**config.mk**
```make
export PLATFORM = sky130hd
export DESIGN_NAME = ddrpd_top
export DESIGN_NICKNAME = d
export VERILOG_FILES = /design/src/inc/ddrpd_pkg.sv /design/src/inc/ddrpd_bank_if.sv /design/src/ddrpd_bank.sv /design/src/ddrpd_top.sv
export SDC_FILE = /design/constraint.sdc
export NUM_CORES = 1
export LEC_CHECK = 0
export ABC_AREA = 1
export ABC_CLOCK_PERIOD_IN_PS = 5500
export BUFFER_PORTS_ARGS = -buffer_cell sky130_fd_sc_hd__buf_4
export CORE_UTILIZATION = 50
export CTS_CLUSTER_DIAMETER = 60
export DETAILED_ROUTE_END_ITERATION = 7
export PLACE_DENSITY = 0.76
export RECOVER_POWER = 100
export SYNTH_ARGS = -nofsm -noshare
export SYNTH_HDL_FRONTEND = slang
export SYNTH_SLANG_ARGS = --single-unit
```
**constraint.sdc**
```tcl
create_clock -name clk -period 5.5 [get_ports clk]
set_input_delay 0.275 -clock clk [delete_from_list [all_inputs] [get_ports clk]]
set_output_delay 0.275 -clock clk [all_outputs]
set_load 0.1 [all_outputs]
```
**src/inc/ddrpd_pkg.sv**
```systemverilog
// Purpose: Shared constants and types for the DDR2 command, precharge and power-down block.
// Assumes: Pins are sampled by the system clock; the memory clock arrives as an ordinary pin.
// Notes: Command codes are {chip-select, row-strobe, column-strobe, write-enable}, active low.
package ddrpd_pkg;
   // ==========================================================================
   // Sizes
   localparam int NUM_BANKS = 4;
   localparam int BA_W = 2;
   localparam int CNT_W = 6;
   localparam int REFA_W = 13;

   // ==========================================================================
   // Command encodings
   localparam logic [3:0] CODE_MODE_SET = 4'h0;
   localparam logic [3:0] CODE_REF = 4'h1;
   localparam logic [3:0] CODE_PRE = 4'h2;
   localparam logic [3:0] CODE_ACT = 4'h3;
   localparam logic [3:0] CODE_WR = 4'h4;
   localparam logic [3:0] CODE_RD = 4'h5;
   localparam logic [3:0] CODE_NOP = 4'h7;

   // ==========================================================================
   // Burst halves and reset values
   localparam logic [CNT_W-1:0] HALF_BURST4 = 6'h02;
   localparam logic [CNT_W-1:0] HALF_BURST8 = 6'h04;
   localparam logic [NUM_BANKS-1:0] RST_BANK_OPEN = 4'h0;
   localparam logic [REFA_W-1:0] RST_REF_ADDR = 13'h0000;
   localparam logic RST_DLL_EN = 1'b1;
   localparam logic RST_INBUF_EN = 1'b1;

   // ==========================================================================
   // Types
   typedef enum logic [1:0] {PD_NONE, PD_PRE, PD_ACT, PD_SELF} ddrpd_pd_e;

   typedef struct packed {
      logic ck;
      logic cke;
      logic [3:0] cmd;
      logic ap_bit;
      logic [BA_W-1:0] ba;
      logic term;
   } ddrpd_pins_s;
endpackage

```
**src/inc/ddrpd_bank_if.sv**
```systemverilog
// Purpose: Per-bank command strobes and status between the decoder and a bank tracker.
// Assumes: Strobes are valid only in the system cycle flagged by ck_edge.
// Notes: One instance per bank.
`timescale 1ns/1ns
interface ddrpd_bank_if (
   input wire logic clk
);
   logic ck_edge;
   logic act;
   logic pre;
   logic wr_ap;
   logic [ddrpd_pkg::CNT_W-1:0] ap_delay;
   logic [ddrpd_pkg::CNT_W-1:0] pre_period_cyc;
   logic open;
   logic busy;

   modport ctrl (
      output ck_edge, act, pre, wr_ap, ap_delay, pre_period_cyc,
      input open, busy
   );
   modport bank (
      input ck_edge, act, pre, wr_ap, ap_delay, pre_period_cyc,
      output open, busy
   );
endinterface

```
**src/ddrpd_bank.sv**
```systemverilog
// Purpose: Tracks one bank: open row, pending write auto-precharge, precharge period.
// Assumes: Counts are in memory clock edges, signalled by ck_edge.
// Notes: An explicit precharge cancels a pending auto-precharge and restarts the period.
`timescale 1ns/1ns
module ddrpd_bank (
   input wire logic clk,
   input wire logic rstn,
   ddrpd_bank_if.bank b
);
   logic open_r, open_nxt;
   logic ap_pend_r, ap_pend_nxt;
   logic [ddrpd_pkg::CNT_W-1:0] ap_cnt_r, ap_cnt_nxt;
   logic [ddrpd_pkg::CNT_W-1:0] pre_cnt_r, pre_cnt_nxt;

   // ==========================================================================
   // Next state
   always_comb begin
      open_nxt = open_r;
      ap_pend_nxt = ap_pend_r;
      ap_cnt_nxt = ap_cnt_r;
      pre_cnt_nxt = pre_cnt_r;
      if (b.ck_edge) begin
         if (pre_cnt_r != '0) begin
            pre_cnt_nxt = pre_cnt_r - 6'h01;
         end
         if (ap_pend_r) begin
            if (ap_cnt_r <= 6'h01) begin
               open_nxt = 1'b0;
               ap_pend_nxt = 1'b0;
               pre_cnt_nxt = b.pre_period_cyc;
            end else begin
               ap_cnt_nxt = ap_cnt_r - 6'h01;
            end
         end
         if (b.act) begin
            open_nxt = 1'b1;
         end
         if (b.wr_ap) begin
            ap_pend_nxt = 1'b1;
            ap_cnt_nxt = b.ap_delay;
         end
         if (b.pre) begin
            open_nxt = 1'b0;
            ap_pend_nxt = 1'b0;
            pre_cnt_nxt = b.pre_period_cyc;
         end
      end
   end

   always_ff @(posedge clk) begin
      if (!rstn) begin
         open_r <= 1'b0;
         ap_pend_r <= 1'b0;
         ap_cnt_r <= '0;
         pre_cnt_r <= '0;
      end else begin
         open_r <= open_nxt;
         ap_pend_r <= ap_pend_nxt;
         ap_cnt_r <= ap_cnt_nxt;
         pre_cnt_r <= pre_cnt_nxt;
      end
   end

   assign b.open = open_r;
   assign b.busy = ap_pend_r | (pre_cnt_r != '0);
endmodule

```
**src/ddrpd_top.sv**
```systemverilog
// Purpose: Command decode, bank tracking, refresh and power-down control of a four-bank DDR2 core.
// Assumes: All pins, the memory clock included, come from outside and are synchronised here.
// Notes: Latency and recovery settings arrive as plain configuration ports in memory clocks.
`timescale 1ns/1ns
module ddrpd_top (
   input wire logic clk,
   input wire logic rstn,
   input wire logic ck_pin,
   input wire logic cke_pin,
   input wire logic cs_n_pin,
   input wire logic ras_n_pin,
   input wire logic cas_n_pin,
   input wire logic we_n_pin,
   input wire logic autoprecharge_addr_bit_pin,
   input wire logic [ddrpd_pkg::BA_W-1:0] ba_pin,
   input wire logic termination_enable_pin,
   input wire logic [ddrpd_pkg::CNT_W-1:0] cfg_write_latency,
   input wire logic cfg_burst_len8,
   input wire logic [ddrpd_pkg::CNT_W-1:0] cfg_write_recovery,
   input wire logic [ddrpd_pkg::CNT_W-1:0] cfg_precharge_period,
   input wire logic cfg_slow_exit,
   output logic [ddrpd_pkg::NUM_BANKS-1:0] bank_open,
   output ddrpd_pkg::ddrpd_pd_e pd_state,
   output logic dll_en,
   output logic inbuf_en,
   output logic termination_active,
   output logic [ddrpd_pkg::REFA_W-1:0] refresh_addr,
   output logic refresh_pulse,
   output logic mode_reg_write,
   output logic [ddrpd_pkg::BA_W-1:0] mode_reg_sel,
   output logic cmd_illegal
);
   // ==========================================================================
   // Pin synchroniser
   ddrpd_pkg::ddrpd_pins_s pin_w, sync1_r, sync2_r;
   logic ck_prev_r;
   logic ck_edge;

   assign pin_w = '{ck: ck_pin, cke: cke_pin,
                    cmd: {cs_n_pin, ras_n_pin, cas_n_pin, we_n_pin},
                    ap_bit: autoprecharge_addr_bit_pin, ba: ba_pin, term: termination_enable_pin};

   always_ff @(posedge clk) begin
      if (!rstn) begin
         sync1_r <= '0;
         sync2_r <= '0;
         ck_prev_r <= 1'b0;
      end else begin
         sync1_r <= pin_w;
         sync2_r <= sync1_r;
         ck_prev_r <= sync2_r.ck;
      end
   end

   // The memory clock is slow against clk, so its rising edge is found by sampling.
   assign ck_edge = sync2_r.ck & ~ck_prev_r;

   // ==========================================================================
   // Command decode
   logic cke_prev_r, cke_prev_nxt;
   logic sel, is_idle_cmd, run;
   logic [ddrpd_pkg::CNT_W-1:0] half_burst, ap_delay;
   logic [ddrpd_pkg::NUM_BANKS-1:0] open_w, busy_w, act_v, pre_v, wrap_v;

   assign sel = ~sync2_r.cmd[3];
   assign is_idle_cmd = ~sel | (sync2_r.cmd == ddrpd_pkg::CODE_NOP);
   assign run = ck_edge & cke_prev_r & sync2_r.cke & (pd_state == ddrpd_pkg::PD_NONE);
   assign half_burst = cfg_burst_len8 ? ddrpd_pkg::HALF_BURST8 : ddrpd_pkg::HALF_BURST4;
   assign ap_delay = cfg_write_latency + half_burst + cfg_write_recovery;

   always_comb begin
      act_v = '0;
      pre_v = '0;
      wrap_v = '0;
      if (run && sel) begin
         case (sync2_r.cmd)
            ddrpd_pkg::CODE_ACT: act_v[sync2_r.ba] = 1'b1;
            ddrpd_pkg::CODE_PRE: begin
               if (sync2_r.ap_bit) begin
                  pre_v = '1;
               end else begin
                  pre_v[sync2_r.ba] = 1'b1;
               end
            end
            ddrpd_pkg::CODE_WR: wrap_v[sync2_r.ba] = sync2_r.ap_bit;
            default: ;
         endcase
      end
   end

   // ==========================================================================
   // Bank trackers
   for (genvar i = 0; i < ddrpd_pkg::NUM_BANKS; i++) begin : g_bank
      ddrpd_bank_if bif (.clk(clk));
      assign bif.ck_edge = ck_edge;
      assign bif.act = act_v[i];
      assign bif.pre = pre_v[i];
      assign bif.wr_ap = wrap_v[i];
      assign bif.ap_delay = ap_delay;
      assign bif.pre_period_cyc = cfg_precharge_period;
      assign open_w[i] = bif.open;
      assign busy_w[i] = bif.busy;
      ddrpd_bank u_bank (
         .clk(clk),
         .rstn(rstn),
         .b(bif.bank)
      );
   end

   // ==========================================================================
   // Power-down, refresh and mode register control
   ddrpd_pkg::ddrpd_pd_e pd_nxt;
   logic [ddrpd_pkg::NUM_BANKS-1:0] bank_open_nxt;
   logic dll_en_nxt, inbuf_en_nxt, term_nxt, refresh_nxt, mrw_nxt, illegal_nxt;
   logic [ddrpd_pkg::REFA_W-1:0] refresh_addr_nxt;
   logic [ddrpd_pkg::BA_W-1:0] mode_reg_sel_nxt;

   always_comb begin
      pd_nxt = pd_state;
      cke_prev_nxt = ck_edge ? sync2_r.cke : cke_prev_r;
      refresh_addr_nxt = refresh_addr;
      refresh_nxt = 1'b0;
      mrw_nxt = 1'b0;
      mode_reg_sel_nxt = mode_reg_sel;
      illegal_nxt = 1'b0;
      case (pd_state)
         ddrpd_pkg::PD_NONE: begin
            if (ck_edge && cke_prev_r && !sync2_r.cke) begin
               if (sel && sync2_r.cmd == ddrpd_pkg::CODE_REF) begin
                  pd_nxt = ddrpd_pkg::PD_SELF;
                  illegal_nxt = |open_w;
               end else if (is_idle_cmd) begin
                  pd_nxt = (|open_w) ? ddrpd_pkg::PD_ACT : ddrpd_pkg::PD_PRE;
               end else begin
                  illegal_nxt = 1'b1;
               end
            end else if (run && sel) begin
               case (sync2_r.cmd)
                  ddrpd_pkg::CODE_REF: begin
                     refresh_addr_nxt = refresh_addr + 13'h0001;
                     refresh_nxt = 1'b1;
                     illegal_nxt = |(open_w | busy_w);
                  end
                  ddrpd_pkg::CODE_MODE_SET: begin
                     mrw_nxt = 1'b1;
                     mode_reg_sel_nxt = sync2_r.ba;
                  end
                  ddrpd_pkg::CODE_ACT: illegal_nxt = open_w[sync2_r.ba];
                  ddrpd_pkg::CODE_RD, ddrpd_pkg::CODE_WR: illegal_nxt = ~open_w[sync2_r.ba];
                  ddrpd_pkg::CODE_PRE, ddrpd_pkg::CODE_NOP: ;
                  default: illegal_nxt = 1'b1;
               endcase
            end
         end
         ddrpd_pkg::PD_PRE, ddrpd_pkg::PD_ACT: begin
            // Commands are not executed here; the gate and clock decide exit, termination follows its pin, and a non-idle command on the exit edge is flagged.
            if (ck_edge && !cke_prev_r && sync2_r.cke) begin
               pd_nxt = ddrpd_pkg::PD_NONE;
               illegal_nxt = ~is_idle_cmd;
            end
         end
         ddrpd_pkg::PD_SELF: begin
            // Exit needs no clock edge, since the memory clock may be stopped here.
            if (sync2_r.cke) begin
               pd_nxt = ddrpd_pkg::PD_NONE;
               cke_prev_nxt = 1'b1;
            end
         end
         default: pd_nxt = ddrpd_pkg::PD_NONE;
      endcase
      inbuf_en_nxt = (pd_nxt == ddrpd_pkg::PD_NONE);
      dll_en_nxt = !(pd_nxt == ddrpd_pkg::PD_PRE || pd_nxt == ddrpd_pkg::PD_SELF
                     || (pd_nxt == ddrpd_pkg::PD_ACT && cfg_slow_exit));
      term_nxt = sync2_r.term && (pd_nxt != ddrpd_pkg::PD_SELF);
      bank_open_nxt = open_w;
   end

   always_ff @(posedge clk) begin
      if (!rstn) begin
         pd_state <= ddrpd_pkg::PD_NONE;
         cke_prev_r <= 1'b0;
         bank_open <= ddrpd_pkg::RST_BANK_OPEN;
         dll_en <= ddrpd_pkg::RST_DLL_EN;
         inbuf_en <= ddrpd_pkg::RST_INBUF_EN;
         termination_active <= 1'b0;
         refresh_addr <= ddrpd_pkg::RST_REF_ADDR;
         refresh_pulse <= 1'b0;
         mode_reg_write <= 1'b0;
         mode_reg_sel <= '0;
         cmd_illegal <= 1'b0;
      end else begin
         pd_state <= pd_nxt;
         cke_prev_r <= cke_prev_nxt;
         bank_open <= bank_open_nxt;
         dll_en <= dll_en_nxt;
         inbuf_en <= inbuf_en_nxt;
         termination_active <= term_nxt;
         refresh_addr <= refresh_addr_nxt;
         refresh_pulse <= refresh_nxt;
         mode_reg_write <= mrw_nxt;
         mode_reg_sel <= mode_reg_sel_nxt;
         cmd_illegal <= illegal_nxt;
      end
   end
endmodule

```
==> flow_results.xml, run 1 <==
<?xml version="1.0" encoding="UTF-8"?>
<metrics>
  <group name="synthesis">
    <metric name="synthArstFlopShare" unit="%">0</metric>
    <metric name="part_of_the_yosys_area_used_for_sequential_elements" unit="%">35.2</metric>
    <metric name="netlist.top_cell.by_area" unit="">dfxtp_1</metric>
    <metric name="synth_area_leaders" unit="">dfxtp_1, nand2_1, inv_1</metric>
    <metric name="synth_cell_types" unit="">40</metric>
    <metric name="dominantRegCellSynth" unit="">dfxtp_1</metric>
    <metric name="synth.cell_area" unit="um2">5960</metric>
    <metric name="synthesis.area_per_instance" unit="um2">6.66</metric>
    <metric name="synthMostInstantiatedCell" unit="">nand2_1</metric>
    <metric name="yosys.area.top_type_share" unit="%">35.2</metric>
    <metric name="postSynthNetCount" unit="">959</metric>
    <metric name="synth_cells" unit="">896</metric>
    <metric name="synth-seq-cells" unit="">105</metric>
    <metric name="ys_top_cells_by_count" unit="">nand2_1, inv_1, dfxtp_1, nor2_1, a21oi_1</metric>
    <metric name="synth_edf_count" unit="">0</metric>
    <metric name="ys_warn_count" unit="">0</metric>
  </group>
  <group name="timing">
    <metric name="timing.final.crit_period" unit="ns">3.47</metric>
    <metric name="worst_slew_margin_relative_to_its_limit" unit="%">-93.4</metric>
    <metric name="totalNegativeSetupSlack" unit="ns">0</metric>
    <metric name="final_hold_violation_count" unit="">0</metric>
    <metric name="worst_pin_slew" unit="ns">2.90</metric>
    <metric name="rsz0062_at_grt" unit="">no</metric>
    <metric name="timing.final.setup_violations" unit="">0</metric>
    <metric name="timing.final.max_slew_violations" unit="">71</metric>
    <metric name="clock-skew-final" unit="ns">0.00888</metric>
    <metric name="post-route-period-util" unit="%">63.1</metric>
    <metric name="final.hold.worst_slack" unit="ns">0.110</metric>
    <metric name="max_freq" unit="MHz">288</metric>
  </group>
  <group name="critical_path">
    <metric name="worst-endpoint-required" unit="ns">5.78</metric>
    <metric name="end_kind" unit="">flip-flop</metric>
    <metric name="critPathLaunchType" unit="">input pin</metric>
    <metric name="worst-path-buf-inv" unit="">3</metric>
    <metric name="cpLargestDelayFamily" unit="">buffers and inverters</metric>
    <metric name="longest_individual_stage_delay_on_the_worst_path" unit="ns">2.01</metric>
    <metric name="setup.worst_path.class" unit="">in2reg</metric>
    <metric name="crit_path_cell_trace" unit="">clkbuf_1 &gt; clkinv_1 &gt; buf_4 &gt; or2_2 &gt; a21oi_1</metric>
    <metric name="critical_path_arrival" unit="ns">3.75</metric>
    <metric name="cpMaxStageDelayCell" unit="">clkbuf_1</metric>
    <metric name="crit_fanout" unit="">70</metric>
  </group>
  <group name="floorplan">
    <metric name="start_util" unit="%">51.8</metric>
    <metric name="core" unit="um2">11500</metric>
    <metric name="chipHeight" unit="um">111</metric>
    <metric name="die_area" unit="um2">12400</metric>
    <metric name="floorplan.die.width" unit="um">111</metric>
    <metric name="io_pins" unit="">59</metric>
    <metric name="rows" unit="">39</metric>
  </group>
  <group name="clock_tree">
    <metric name="cts_resized" unit="">0</metric>
    <metric name="clock_path_buffers" unit="">2</metric>
    <metric name="tritoncts_clock_tree" unit="">done</metric>
    <metric name="cts.reportedPaths.clkPinSlew" unit="ns">0.07</metric>
    <metric name="cts_max_level" unit="">3</metric>
    <metric name="worst_skew_pair.late_latency" unit="ns">0.35</metric>
    <metric name="postCtsSetupRepairBufs" unit="">0</metric>
    <metric name="clock-sinks" unit="">105</metric>
    <metric name="cts_buffers" unit="">9</metric>
    <metric name="ctsHoldBuffers" unit="">0</metric>
    <metric name="root_buffer" unit="">clkbuf_16</metric>
  </group>
  <group name="global_routing">
    <metric name="grt_antenna_before_repair" unit="">0</metric>
    <metric name="pin_count_of_the_biggest_net_entering_global_routing" unit="">71</metric>
    <metric name="global_route_wire_length_before_repair" unit="um">22600</metric>
    <metric name="grt_pass1_vias" unit="">5009</metric>
    <metric name="global_route_total_overflow" unit="">0</metric>
    <metric name="globalRouteTotalUtil" unit="%">22.4</metric>
  </group>
  <group name="run_status">
    <metric name="status" unit="">finished with violations</metric>
    <metric name="violations" unit="">capacitance limit, slew limit</metric>
  </group>
  <group name="pwr">
    <metric name="pwr_density" unit="nW/um2">251</metric>
    <metric name="static-leakage-power" unit="nW">3.14</metric>
    <metric name="vdd_ir_drop_max" unit="mV">0.176</metric>
    <metric name="post-layout-total-power" unit="mW">1.67</metric>
  </group>
  <group name="worst_hold_path">
    <metric name="hold_path_class" unit="">in2reg</metric>
  </group>
  <group name="layout">
    <metric name="areaGrowthSynthToFinish" unit="%">11.7</metric>
    <metric name="drive_gt1_share" unit="%">6.42</metric>
    <metric name="finalNetCount" unit="">1008</metric>
    <metric name="final_standard_cell_count_with_taps_included_and_fillers_excluded" unit="">1093</metric>
    <metric name="antennaDiodeCount" unit="">0</metric>
    <metric name="layout.filler_cells" unit="">1117</metric>
    <metric name="finalCoreUtilization" unit="%">57.9</metric>
  </group>
  <group name="placement">
    <metric name="dp_cells" unit="">1077</metric>
    <metric name="port_buffers" unit="">58</metric>
    <metric name="finalWeightedCongestion" unit="">0.844</metric>
    <metric name="place_hpwl" unit="um">9330</metric>
  </group>
  <group name="drt">
    <metric name="number_of_vias_per_cell" unit="">5.01</metric>
    <metric name="ant_nets" unit="">0</metric>
    <metric name="routed_wirelength" unit="um">13100</metric>
    <metric name="detailroute.wirelength.met2" unit="um">5910</metric>
    <metric name="detail_route.iter0.violations" unit="">265</metric>
    <metric name="remaining_drc_errors" unit="">0</metric>
    <metric name="dr.max_layer_used" unit="">met4</metric>
    <metric name="vias" unit="">5471</metric>
    <metric name="routedLengthMet1" unit="um">6350</metric>
    <metric name="met3_wirelength" unit="um">562</metric>
    <metric name="drt-pass1-iter-count" unit="">5</metric>
    <metric name="routed_wire_length_per_instance" unit="um">12.0</metric>
  </group>
  <group name="run">
    <metric name="cap_viol_max_count" unit="">1</metric>
  </group>
</metrics>
==> cell usage in the layout, fill, tap and decap left out, types with 8 or more instances in the layout <==
master     netlist  final
nand2_1        251    255
inv_1          123    125
dfxtp_1        105    105
nor2_1          96    101
a21oi_1         76     77
o21ai_0         64     65
nand3_1         36     36
buf_4            1     32
clkbuf_1        16     30
ha_1            28     28
xor2_1          22     22
clkbuf_16        0      9
xnor2_1          8      8
nand4_1          8      8
nor3_1           8      8
==> where the power goes <==
part / switching (mW) / internal, mW
logic: 0.122 / 0.0723
registers: 0.00984 / 0.775
clock network: 0.278 / 0.413
==> sequential cells by signal (all words and copies together), names as in the netlist, 2 cells and up <==
name                     flops
sync2_r                     10
g_bank.u_bank.b.open         4
sync1_r                     10
g_bank.u_bank.ap_cnt_r      24
g_bank.u_bank.ap_pend_r      4
mode_reg_sel                 2
bank_open                    4
g_bank.u_bank.pre_cnt_r     24
pd_state                     2
refresh_addr                13
==> per-layer routing <==
layer  vias up  global-route usage, %
li1       2909                      -
met2       111                   37.0
met1      2432                   29.5
met5         -                      0
met3        19                   3.23
met4         0                   8.47
==> worst paths after layout <==
kind,from,to,slack (ns),cells past startpoint
max,rstn,cmd_illegal,2.03,5
max reg2reg,sync2_r[9],g_bank[3].u_bank.ap_cnt_r[4],2.18,10
min reg2reg,sync1_r[8],sync2_r[8],0.41,2
min,ba_pin[1],sync1_r[2],0.11,3
==> cells by family after synthesis <==
logic type      share of synthesized area, %
compound gates                          14.0
xor+xnor                                4.41
fa+ha+maj                               6.88
buf+inv                                 9.74
flops                                   35.2
simple gates                            29.7
==> cell type report <==
type	instances	area, um2	area share (%)
multi-input cells	640	3230	48.5
flip-flops and latches	105	2100	31.5
inverters	129	484	7.27
repair buffers	60	345	5.18
clock buffers	12	246	3.70
well taps	143	179	2.69
clock inverters	4	73.8	1.11
==> tightest hold or removal path, delay by kind of cell <==
family        cells  cell delay [ns]
buf+inv           2             0.11
simple gates      1             0.04
==> stage by stage <==
step / setup slack (ns) / area (um2)
after detailed placement: 2.83 / 6500
after global placement: 2.86 / 6500
final: 2.03 / 6660
after CTS: 2.80 / 6820
after global routing: 1.55 / 6660
after floorplan: 3.05 / 5960
Power figures use the tool's default switching activity.
==> run 2: changes to the inputs <==
- ABC_AREA: 1 -> 0
- ABC_CLOCK_PERIOD_IN_PS: 5500 -> 3200
- clock period: 5.5 -> 3.2 ns (I/O delays scaled with it)
==> flow_results.xml, run 2 <==
<?xml version="1.0" encoding="UTF-8"?>
<metrics>
  <group name="clock_tree">
    <metric name="cts_max_level" unit="">3</metric>
    <metric name="cts_buffers" unit="">9</metric>
    <metric name="clock-sinks" unit="">105</metric>
    <metric name="cts.reportedPaths.clkPinSlew" unit="ns">0.08</metric>
    <metric name="tritoncts_clock_tree" unit="">done</metric>
    <metric name="postCtsSetupRepairBufs" unit="">0</metric>
    <metric name="clock_path_buffers" unit="">2</metric>
    <metric name="worst_skew_pair.late_latency" unit="ns">0.35</metric>
    <metric name="root_buffer" unit="">clkbuf_16</metric>
  </group>
  <group name="synthesis">
    <metric name="synth_cells" unit="">708</metric>
    <metric name="postSynthNetCount" unit="">771</metric>
    <metric name="synth_cell_types" unit="">68</metric>
    <metric name="yosys.area.top_type_share" unit="%">36.1</metric>
    <metric name="part_of_the_yosys_area_used_for_sequential_elements" unit="%">36.1</metric>
    <metric name="synth_area_leaders" unit="">dfxtp_1, ha_1, nor2_1</metric>
    <metric name="synth.cell_area" unit="um2">5830</metric>
    <metric name="synthMostInstantiatedCell" unit="">dfxtp_1</metric>
    <metric name="synth_edf_count" unit="">0</metric>
    <metric name="dominantRegCellSynth" unit="">dfxtp_1</metric>
    <metric name="netlist.top_cell.by_area" unit="">dfxtp_1</metric>
    <metric name="synth-seq-cells" unit="">105</metric>
    <metric name="ys_warn_count" unit="">0</metric>
    <metric name="synthArstFlopShare" unit="%">0</metric>
    <metric name="synthesis.area_per_instance" unit="um2">8.23</metric>
    <metric name="ys_top_cells_by_count" unit="">dfxtp_1, nor2_1, a21oi_1, nand2_1, o21ai_0</metric>
  </group>
  <group name="run_status">
    <metric name="violations" unit="">capacitance limit, slew limit</metric>
    <metric name="status" unit="">finished with violations</metric>
  </group>
  <group name="timing">
    <metric name="final_hold_violation_count" unit="">0</metric>
    <metric name="timing.final.crit_period" unit="ns">2.75</metric>
    <metric name="rsz0062_at_grt" unit="">no</metric>
    <metric name="clock-skew-final" unit="ns">0.00879</metric>
    <metric name="worst_slew_margin_relative_to_its_limit" unit="%">-18.6</metric>
    <metric name="max_freq" unit="MHz">364</metric>
    <metric name="worst_pin_slew" unit="ns">1.78</metric>
    <metric name="timing.final.setup_violations" unit="">0</metric>
    <metric name="timing.final.max_slew_violations" unit="">56</metric>
    <metric name="final_critical_path_setup_slack" unit="ns">0.450</metric>
    <metric name="totalNegativeSetupSlack" unit="ns">0</metric>
    <metric name="post-route-period-util" unit="%">85.9</metric>
  </group>
  <group name="worst_hold_path">
    <metric name="hold_path_class" unit="">in2reg</metric>
  </group>
  <group name="layout">
    <metric name="final_standard_cell_count_with_taps_included_and_fillers_excluded" unit="">901</metric>
    <metric name="reg.largest.list" unit="">g_bank.u_bank.ap_cnt_r (24), g_bank.u_bank.pre_cnt_r (24), refresh_addr (13)</metric>
    <metric name="mostFrequentLayoutCells" unit="">dfxtp_1, nor2_1, a21oi_1</metric>
    <metric name="antennaDiodeCount" unit="">0</metric>
    <metric name="drive_gt1_share" unit="%">9.10</metric>
    <metric name="finalNetCount" unit="">816</metric>
    <metric name="areaGrowthSynthToFinish" unit="%">12.5</metric>
    <metric name="final_common_cell" unit="">dfxtp_1</metric>
  </group>
  <group name="critical_path">
    <metric name="worst-path-buf-inv" unit="">1</metric>
    <metric name="cp.depth" unit="">7</metric>
    <metric name="cpLargestDelayFamily" unit="">compound AO/OA/AOI/OAI gates</metric>
    <metric name="end_kind" unit="">flip-flop</metric>
    <metric name="r2r_start" unit="">pd_state[0]</metric>
    <metric name="setup.worst_path.class" unit="">reg2reg</metric>
    <metric name="longest_individual_stage_delay_on_the_worst_path" unit="ns">0.88</metric>
    <metric name="crit_fanout" unit="">11</metric>
    <metric name="cpMaxStageDelayCell" unit="">a2bb2oi_1</metric>
    <metric name="worst-endpoint-required" unit="ns">3.35</metric>
    <metric name="rr_worst_depth" unit="">7</metric>
    <metric name="critPathLaunchType" unit="">flip-flop</metric>
    <metric name="crit_path_cell_trace" unit="">inv_1 &gt; ha_1 &gt; and4b_1 &gt; nand3_1 &gt; a2bb2oi_1 &gt; mux2i_1 &gt; a31oi_1</metric>
    <metric name="critical_path_arrival" unit="ns">2.90</metric>
    <metric name="worst_setup_path_endpoint" unit="">g_bank[2].u_bank.pre_cnt_r[2]</metric>
    <metric name="critPathLaunch" unit="">pd_state[0]</metric>
    <metric name="reg2reg_setup_slack" unit="ns">0.45</metric>
    <metric name="critical_path.reg2reg.endpoint" unit="">g_bank[2].u_bank.pre_cnt_r[2]</metric>
  </group>
  <group name="floorplan">
    <metric name="core" unit="um2">11400</metric>
    <metric name="floorplan.die.width" unit="um">110</metric>
    <metric name="die_area" unit="um2">12100</metric>
    <metric name="rows" unit="">39</metric>
    <metric name="io_pins" unit="">59</metric>
    <metric name="start_util" unit="%">51.3</metric>
    <metric name="chipHeight" unit="um">110</metric>
  </group>
  <group name="drt">
    <metric name="routed_wire_length_per_instance" unit="um">16.0</metric>
    <metric name="detail_route.iter0.violations" unit="">366</metric>
    <metric name="routed_wirelength" unit="um">14400</metric>
    <metric name="remaining_drc_errors" unit="">0</metric>
    <metric name="drt-pass1-iter-count" unit="">7</metric>
    <metric name="ant_nets" unit="">0</metric>
    <metric name="number_of_vias_per_cell" unit="">5.94</metric>
    <metric name="vias" unit="">5350</metric>
  </group>
  <group name="placement">
    <metric name="place_hpwl" unit="um">10100</metric>
    <metric name="port_buffers" unit="">58</metric>
    <metric name="finalWeightedCongestion" unit="">0.889</metric>
    <metric name="dp_worst_setup_slack" unit="ns">0.619</metric>
    <metric name="dp_cells" unit="">883</metric>
  </group>
  <group name="pwr">
    <metric name="pwr_density" unit="nW/um2">431</metric>
    <metric name="static-leakage-power" unit="nW">2.48</metric>
    <metric name="vdd_ir_drop_max" unit="mV">0.422</metric>
  </group>
  <group name="global_routing">
    <metric name="grt_antenna_before_repair" unit="">0</metric>
    <metric name="grt_pass1_vias" unit="">5013</metric>
    <metric name="global_route_wire_length_before_repair" unit="um">23700</metric>
    <metric name="globalRouteTotalUtil" unit="%">24.9</metric>
    <metric name="global_route_total_overflow" unit="">0</metric>
    <metric name="pin_count_of_the_biggest_net_entering_global_routing" unit="">56</metric>
  </group>
  <group name="run">
    <metric name="cap_viol_max_count" unit="">1</metric>
  </group>
</metrics>
[run 2: changes by cell type after synthesis, moves of 13 or more]
cell     before  now
o21ai_0      64   48
mux2i_1       0   16
nor3_1        8   23
nor2_1       96   72
a31oi_1       1   14
xor2_1       22    8
inv_1       123   28
a21oi_1      76   52
and2_1        2   29
nand2_1     251   48
[run 2: logic make-up (layout without fill, tap and decap cells)]
logic type,after synthesis,after routing,synth area share (%)
flip-flops,105,105,36.1
adder cells (fa/ha/maj),31,31,7.04
AND/OR/NAND/NOR,294,294,27.2
AO/OA/AOI/OAI,177,177,19.0
XOR/XNOR,20,20,3.00
multiplexers,19,19,3.52
buffers and inverters,62,112,4.25
[run 2: area by class of cell]
type                    instances  area (um2)
flip-flops and latches        105        2100
fillers                      1054        4810
multi-input cells             541        3470
clock inverters                 7        68.8
inverters                      29         109
repair buffers                 67         399
well taps                     143         179
clock buffers                   9         225
[run 2: report_power, final]
group	internal [mW]	total, mW	switching [mW]
Combinational	0.155	0.369	0.214
Clock	0.553	1.10	0.545
Sequential	1.33	1.36	0.0265
Total	2.04	2.83	0.785
[run 2: through the flow]
| step | power (mW) | hold slack (ns) | util [%] | instance area, um2 |
|---|---|---|---|---|
| after floorplan | 1.63 | 0.251 | - | 5830 |
| after global placement | 1.74 | 0.339 | 56.0 | 6370 |
| after detailed placement | 1.75 | 0.343 | 56.0 | 6370 |
| after CTS | 2.84 | 0.00507 | 58.7 | 6670 |
| after global routing | 2.94 | 0.00646 | 57.7 | 6560 |
| final | 2.83 | 0.0107 | 57.7 | 6560 |
[run 2: per-layer routing]
layer | vias to the layer above | share of wire (%) | GRT usage [%]
li1 | 2636 | - | -
met1 | 2545 | 45 | 32.2
met2 | 156 | 48 | 41.7
met3 | 13 | 5.0 | 4.76
met4 | 0 | 1.1 | 7.81
met5 | - | 0 | 0
[run 2: how the worst min path moves through the flow]
stage	cells after the start	from	end
2_1_floorplan	1	cfg_slow_exit	dll_en
3_3_place_gp	2	cfg_slow_exit	dll_en
3_5_place_dp	2	cfg_slow_exit	dll_en
4_1_cts	2	termination_enable_pin	sync1_r[0]
5_1_grt	2	ba_pin[1]	sync1_r[2]
6_report	2	ba_pin[1]	sync1_r[2]
[run 2: timing repair]
item | CTS | global route
hold buffers | 1 | 1
resized for setup | 0 | 0
endpoints found under the hold margin | 1 | 1
==> run 3: changes to the inputs <==
- CAP_MARGIN: default -> 20
- CORE_UTILIZATION: 50 -> 59
- PLACE_DENSITY: 0.76 -> 0.87
- SLEW_MARGIN: default -> 30
==> flow_results.xml, run 3 (synthesized netlist as in run 2, its figures left out) <==
<?xml version="1.0" encoding="UTF-8"?>
<metrics>
  <group name="global_routing">
    <metric name="grt_pass1_vias" unit="">4999</metric>
    <metric name="pin_count_of_the_biggest_net_entering_global_routing" unit="">56</metric>
    <metric name="global_route_wire_length_before_repair" unit="um">23500</metric>
    <metric name="grt_antenna_before_repair" unit="">0</metric>
    <metric name="global_route_total_overflow" unit="">0</metric>
    <metric name="globalRouteTotalUtil" unit="%">29.0</metric>
  </group>
  <group name="critical_path">
    <metric name="critPathLaunchType" unit="">flip-flop</metric>
    <metric name="end_kind" unit="">flip-flop</metric>
    <metric name="setup.worst_path.class" unit="">reg2reg</metric>
    <metric name="worst-endpoint-required" unit="ns">3.40</metric>
    <metric name="crit_path_cell_trace" unit="">or4b_1 &gt; nor4_1 &gt; nand4_1 &gt; xor2_1 &gt; nor2_1</metric>
    <metric name="rr_worst_depth" unit="">5</metric>
    <metric name="critical_path_arrival" unit="ns">2.96</metric>
    <metric name="cpMaxStageDelayCell" unit="">nor4_1</metric>
    <metric name="worst-path-buf-inv" unit="">0</metric>
    <metric name="crit_fanout" unit="">10</metric>
    <metric name="longest_individual_stage_delay_on_the_worst_path" unit="ns">0.92</metric>
    <metric name="cpLargestDelayFamily" unit="">simple AND/OR/NAND/NOR gates</metric>
    <metric name="reg2reg_setup_slack" unit="ns">0.44</metric>
    <metric name="critical_path.reg2reg.endpoint" unit="">refresh_addr[11]</metric>
    <metric name="r2r_start" unit="">sync2_r[5]</metric>
  </group>
  <group name="clock_tree">
    <metric name="cts_max_level" unit="">3</metric>
    <metric name="clock_path_buffers" unit="">2</metric>
    <metric name="worst_skew_pair.late_latency" unit="ns">0.38</metric>
    <metric name="cts_buffers" unit="">9</metric>
    <metric name="postCtsSetupRepairBufs" unit="">0</metric>
    <metric name="cts.reportedPaths.clkPinSlew" unit="ns">0.11</metric>
    <metric name="clock-sinks" unit="">105</metric>
    <metric name="root_buffer" unit="">clkbuf_8</metric>
    <metric name="ctsHoldBuffers" unit="">10</metric>
    <metric name="tritoncts_clock_tree" unit="">done</metric>
    <metric name="cts_resized" unit="">0</metric>
  </group>
  <group name="pwr">
    <metric name="static-leakage-power" unit="nW">2.47</metric>
    <metric name="internal_power_of_the_cells" unit="mW">1.79</metric>
    <metric name="pwr_density" unit="nW/um2">387</metric>
    <metric name="power.switching_fraction" unit="%">28.9</metric>
    <metric name="comb_power_share" unit="%">14.7</metric>
    <metric name="power.clock.fraction" unit="%">31.4</metric>
    <metric name="reported_net_switching_power" unit="mW">0.729</metric>
    <metric name="vdd_ir_drop_max" unit="mV">0.293</metric>
    <metric name="portion_of_total_power_attributed_to_sequential_cells" unit="%">53.9</metric>
  </group>
  <group name="layout">
    <metric name="reg.largest.list" unit="">g_bank.u_bank.ap_cnt_r (24), g_bank.u_bank.pre_cnt_r (24), refresh_addr (13)</metric>
    <metric name="final_standard_cell_count_with_taps_included_and_fillers_excluded" unit="">897</metric>
    <metric name="finalNetCount" unit="">825</metric>
    <metric name="finalInstanceArea" unit="um2">6520</metric>
    <metric name="final_common_cell" unit="">dfxtp_1</metric>
    <metric name="drive_gt1_share" unit="%">9.00</metric>
    <metric name="mostFrequentLayoutCells" unit="">dfxtp_1, nor2_1, a21oi_1</metric>
    <metric name="layout.filler_cells" unit="">760</metric>
    <metric name="areaGrowthSynthToFinish" unit="%">11.8</metric>
  </group>
  <group name="run_status">
    <metric name="status" unit="">finished with violations</metric>
    <metric name="violations" unit="">capacitance limit, slew limit</metric>
  </group>
  <group name="placement">
    <metric name="detailed_place.area" unit="um2">6360</metric>
    <metric name="dp_cells" unit="">870</metric>
    <metric name="port_buffers" unit="">58</metric>
    <metric name="place_hpwl" unit="um">9970</metric>
    <metric name="finalWeightedCongestion" unit="">0.928</metric>
  </group>
  <group name="timing">
    <metric name="timing.final.crit_period" unit="ns">2.76</metric>
    <metric name="timing.final.setup_violations" unit="">0</metric>
    <metric name="timing.final.max_slew_violations" unit="">56</metric>
    <metric name="final_hold_violation_count" unit="">0</metric>
    <metric name="totalNegativeSetupSlack" unit="ns">0</metric>
    <metric name="max_freq" unit="MHz">362</metric>
    <metric name="worst_pin_slew" unit="ns">1.78</metric>
    <metric name="worst_slew_margin_relative_to_its_limit" unit="%">-19.0</metric>
    <metric name="clock-skew-final" unit="ns">0.0128</metric>
    <metric name="post-route-period-util" unit="%">86.3</metric>
    <metric name="rsz0062_at_grt" unit="">no</metric>
  </group>
  <group name="floorplan">
    <metric name="io_pins" unit="">59</metric>
    <metric name="rows" unit="">35</metric>
    <metric name="core" unit="um2">9420</metric>
    <metric name="die_area" unit="um2">10300</metric>
    <metric name="floorplan.die.width" unit="um">101</metric>
    <metric name="start_util" unit="%">61.9</metric>
    <metric name="chipHeight" unit="um">101</metric>
  </group>
  <group name="drt">
    <metric name="remaining_drc_errors" unit="">0</metric>
    <metric name="routed_wire_length_per_instance" unit="um">16.1</metric>
    <metric name="number_of_vias_per_cell" unit="">6.15</metric>
    <metric name="detail_route.iter0.violations" unit="">387</metric>
    <metric name="vias" unit="">5519</metric>
    <metric name="drt-pass1-iter-count" unit="">5</metric>
    <metric name="routed_wirelength" unit="um">14500</metric>
    <metric name="ant_nets" unit="">0</metric>
  </group>
  <group name="worst_hold_path">
    <metric name="hold_path_class" unit="">in2reg</metric>
    <metric name="hold_path_startpoint" unit="">ck_pin</metric>
    <metric name="hold-path-endpoint" unit="">sync1_r[9]</metric>
    <metric name="hold_path_depth" unit="">2</metric>
  </group>
  <group name="run">
    <metric name="cap_viol_max_count" unit="">1</metric>
  </group>
</metrics>
-- run 3: worst max-delay path by stage --
stage	startpoint	to	depth (start not counted)
floorplan	pd_state[0]	g_bank[1].u_bank.pre_cnt_r[0]	8
detailed placement	pd_state[0]	g_bank[3].u_bank.ap_cnt_r[1]	7
global route	pd_state[1]	refresh_addr[12]	7
finish	sync2_r[5]	refresh_addr[11]	5
CTS	pd_state[1]	g_bank[3].u_bank.ap_cnt_r[1]	7
global placement	pd_state[0]	g_bank[3].u_bank.ap_cnt_r[3]	7
-- run 3: cell type report --
| cell class | instances | area [um2] | share of cell area [%] |
|---|---|---|---|
| Antenna cell | 1 | 2.50 | 0.0384 |
| Clock buffer | 9 | 124 | 1.90 |
| Clock inverter | 7 | 62.6 | 0.960 |
| Inverter | 29 | 109 | 1.67 |
| Multi-Input combinational cell | 541 | 3470 | 53.2 |
| Sequential cell | 105 | 2100 | 32.2 |
| Tap cell | 129 | 161 | 2.48 |
| Timing Repair Buffer | 76 | 490 | 7.52 |
-- run 3: routing by layer --
| metal | vias up | share of wire, % | track usage (%) |
|---|---|---|---|
| met3 | 38 | 6.3 | 4.28 |
| li1 | 2670 | - | - |
| met2 | 231 | 48 | 49.3 |
| met5 | - | 0 | 0.481 |
| met4 | 0 | 2.8 | 12.6 |
| met1 | 2580 | 43 | 36.6 |
-- run 3: per-stage QoR --
| step | hold slack [ns] | worst slack (ns) | util, % | total power, mW |
|---|---|---|---|---|
| 2_1_floorplan | 0.251 | 0.389 | - | 1.63 |
| 5_1_grt | 0.0110 | 0.253 | 69.2 | 2.63 |
| 3_5_place_dp | 0.352 | 0.721 | 67.5 | 1.75 |
| 6_report | 0.00195 | 0.439 | 69.2 | 2.52 |
| 4_1_cts | 0.00182 | 0.643 | 70.6 | 2.53 |
| 3_3_place_gp | 0.339 | 0.850 | 67.5 | 1.73 |
-- run 3: power by group through the flow --
stage / clock, mW / combinational, mW / sequential, mW
after floorplan: 0 / 0.249 / 1.38
after global placement: 0 / 0.346 / 1.39
after detailed placement: 0 / 0.356 / 1.39
after CTS: 0.802 / 0.368 / 1.36
final: 0.793 / 0.370 / 1.36
after global routing: 0.856 / 0.406 / 1.37
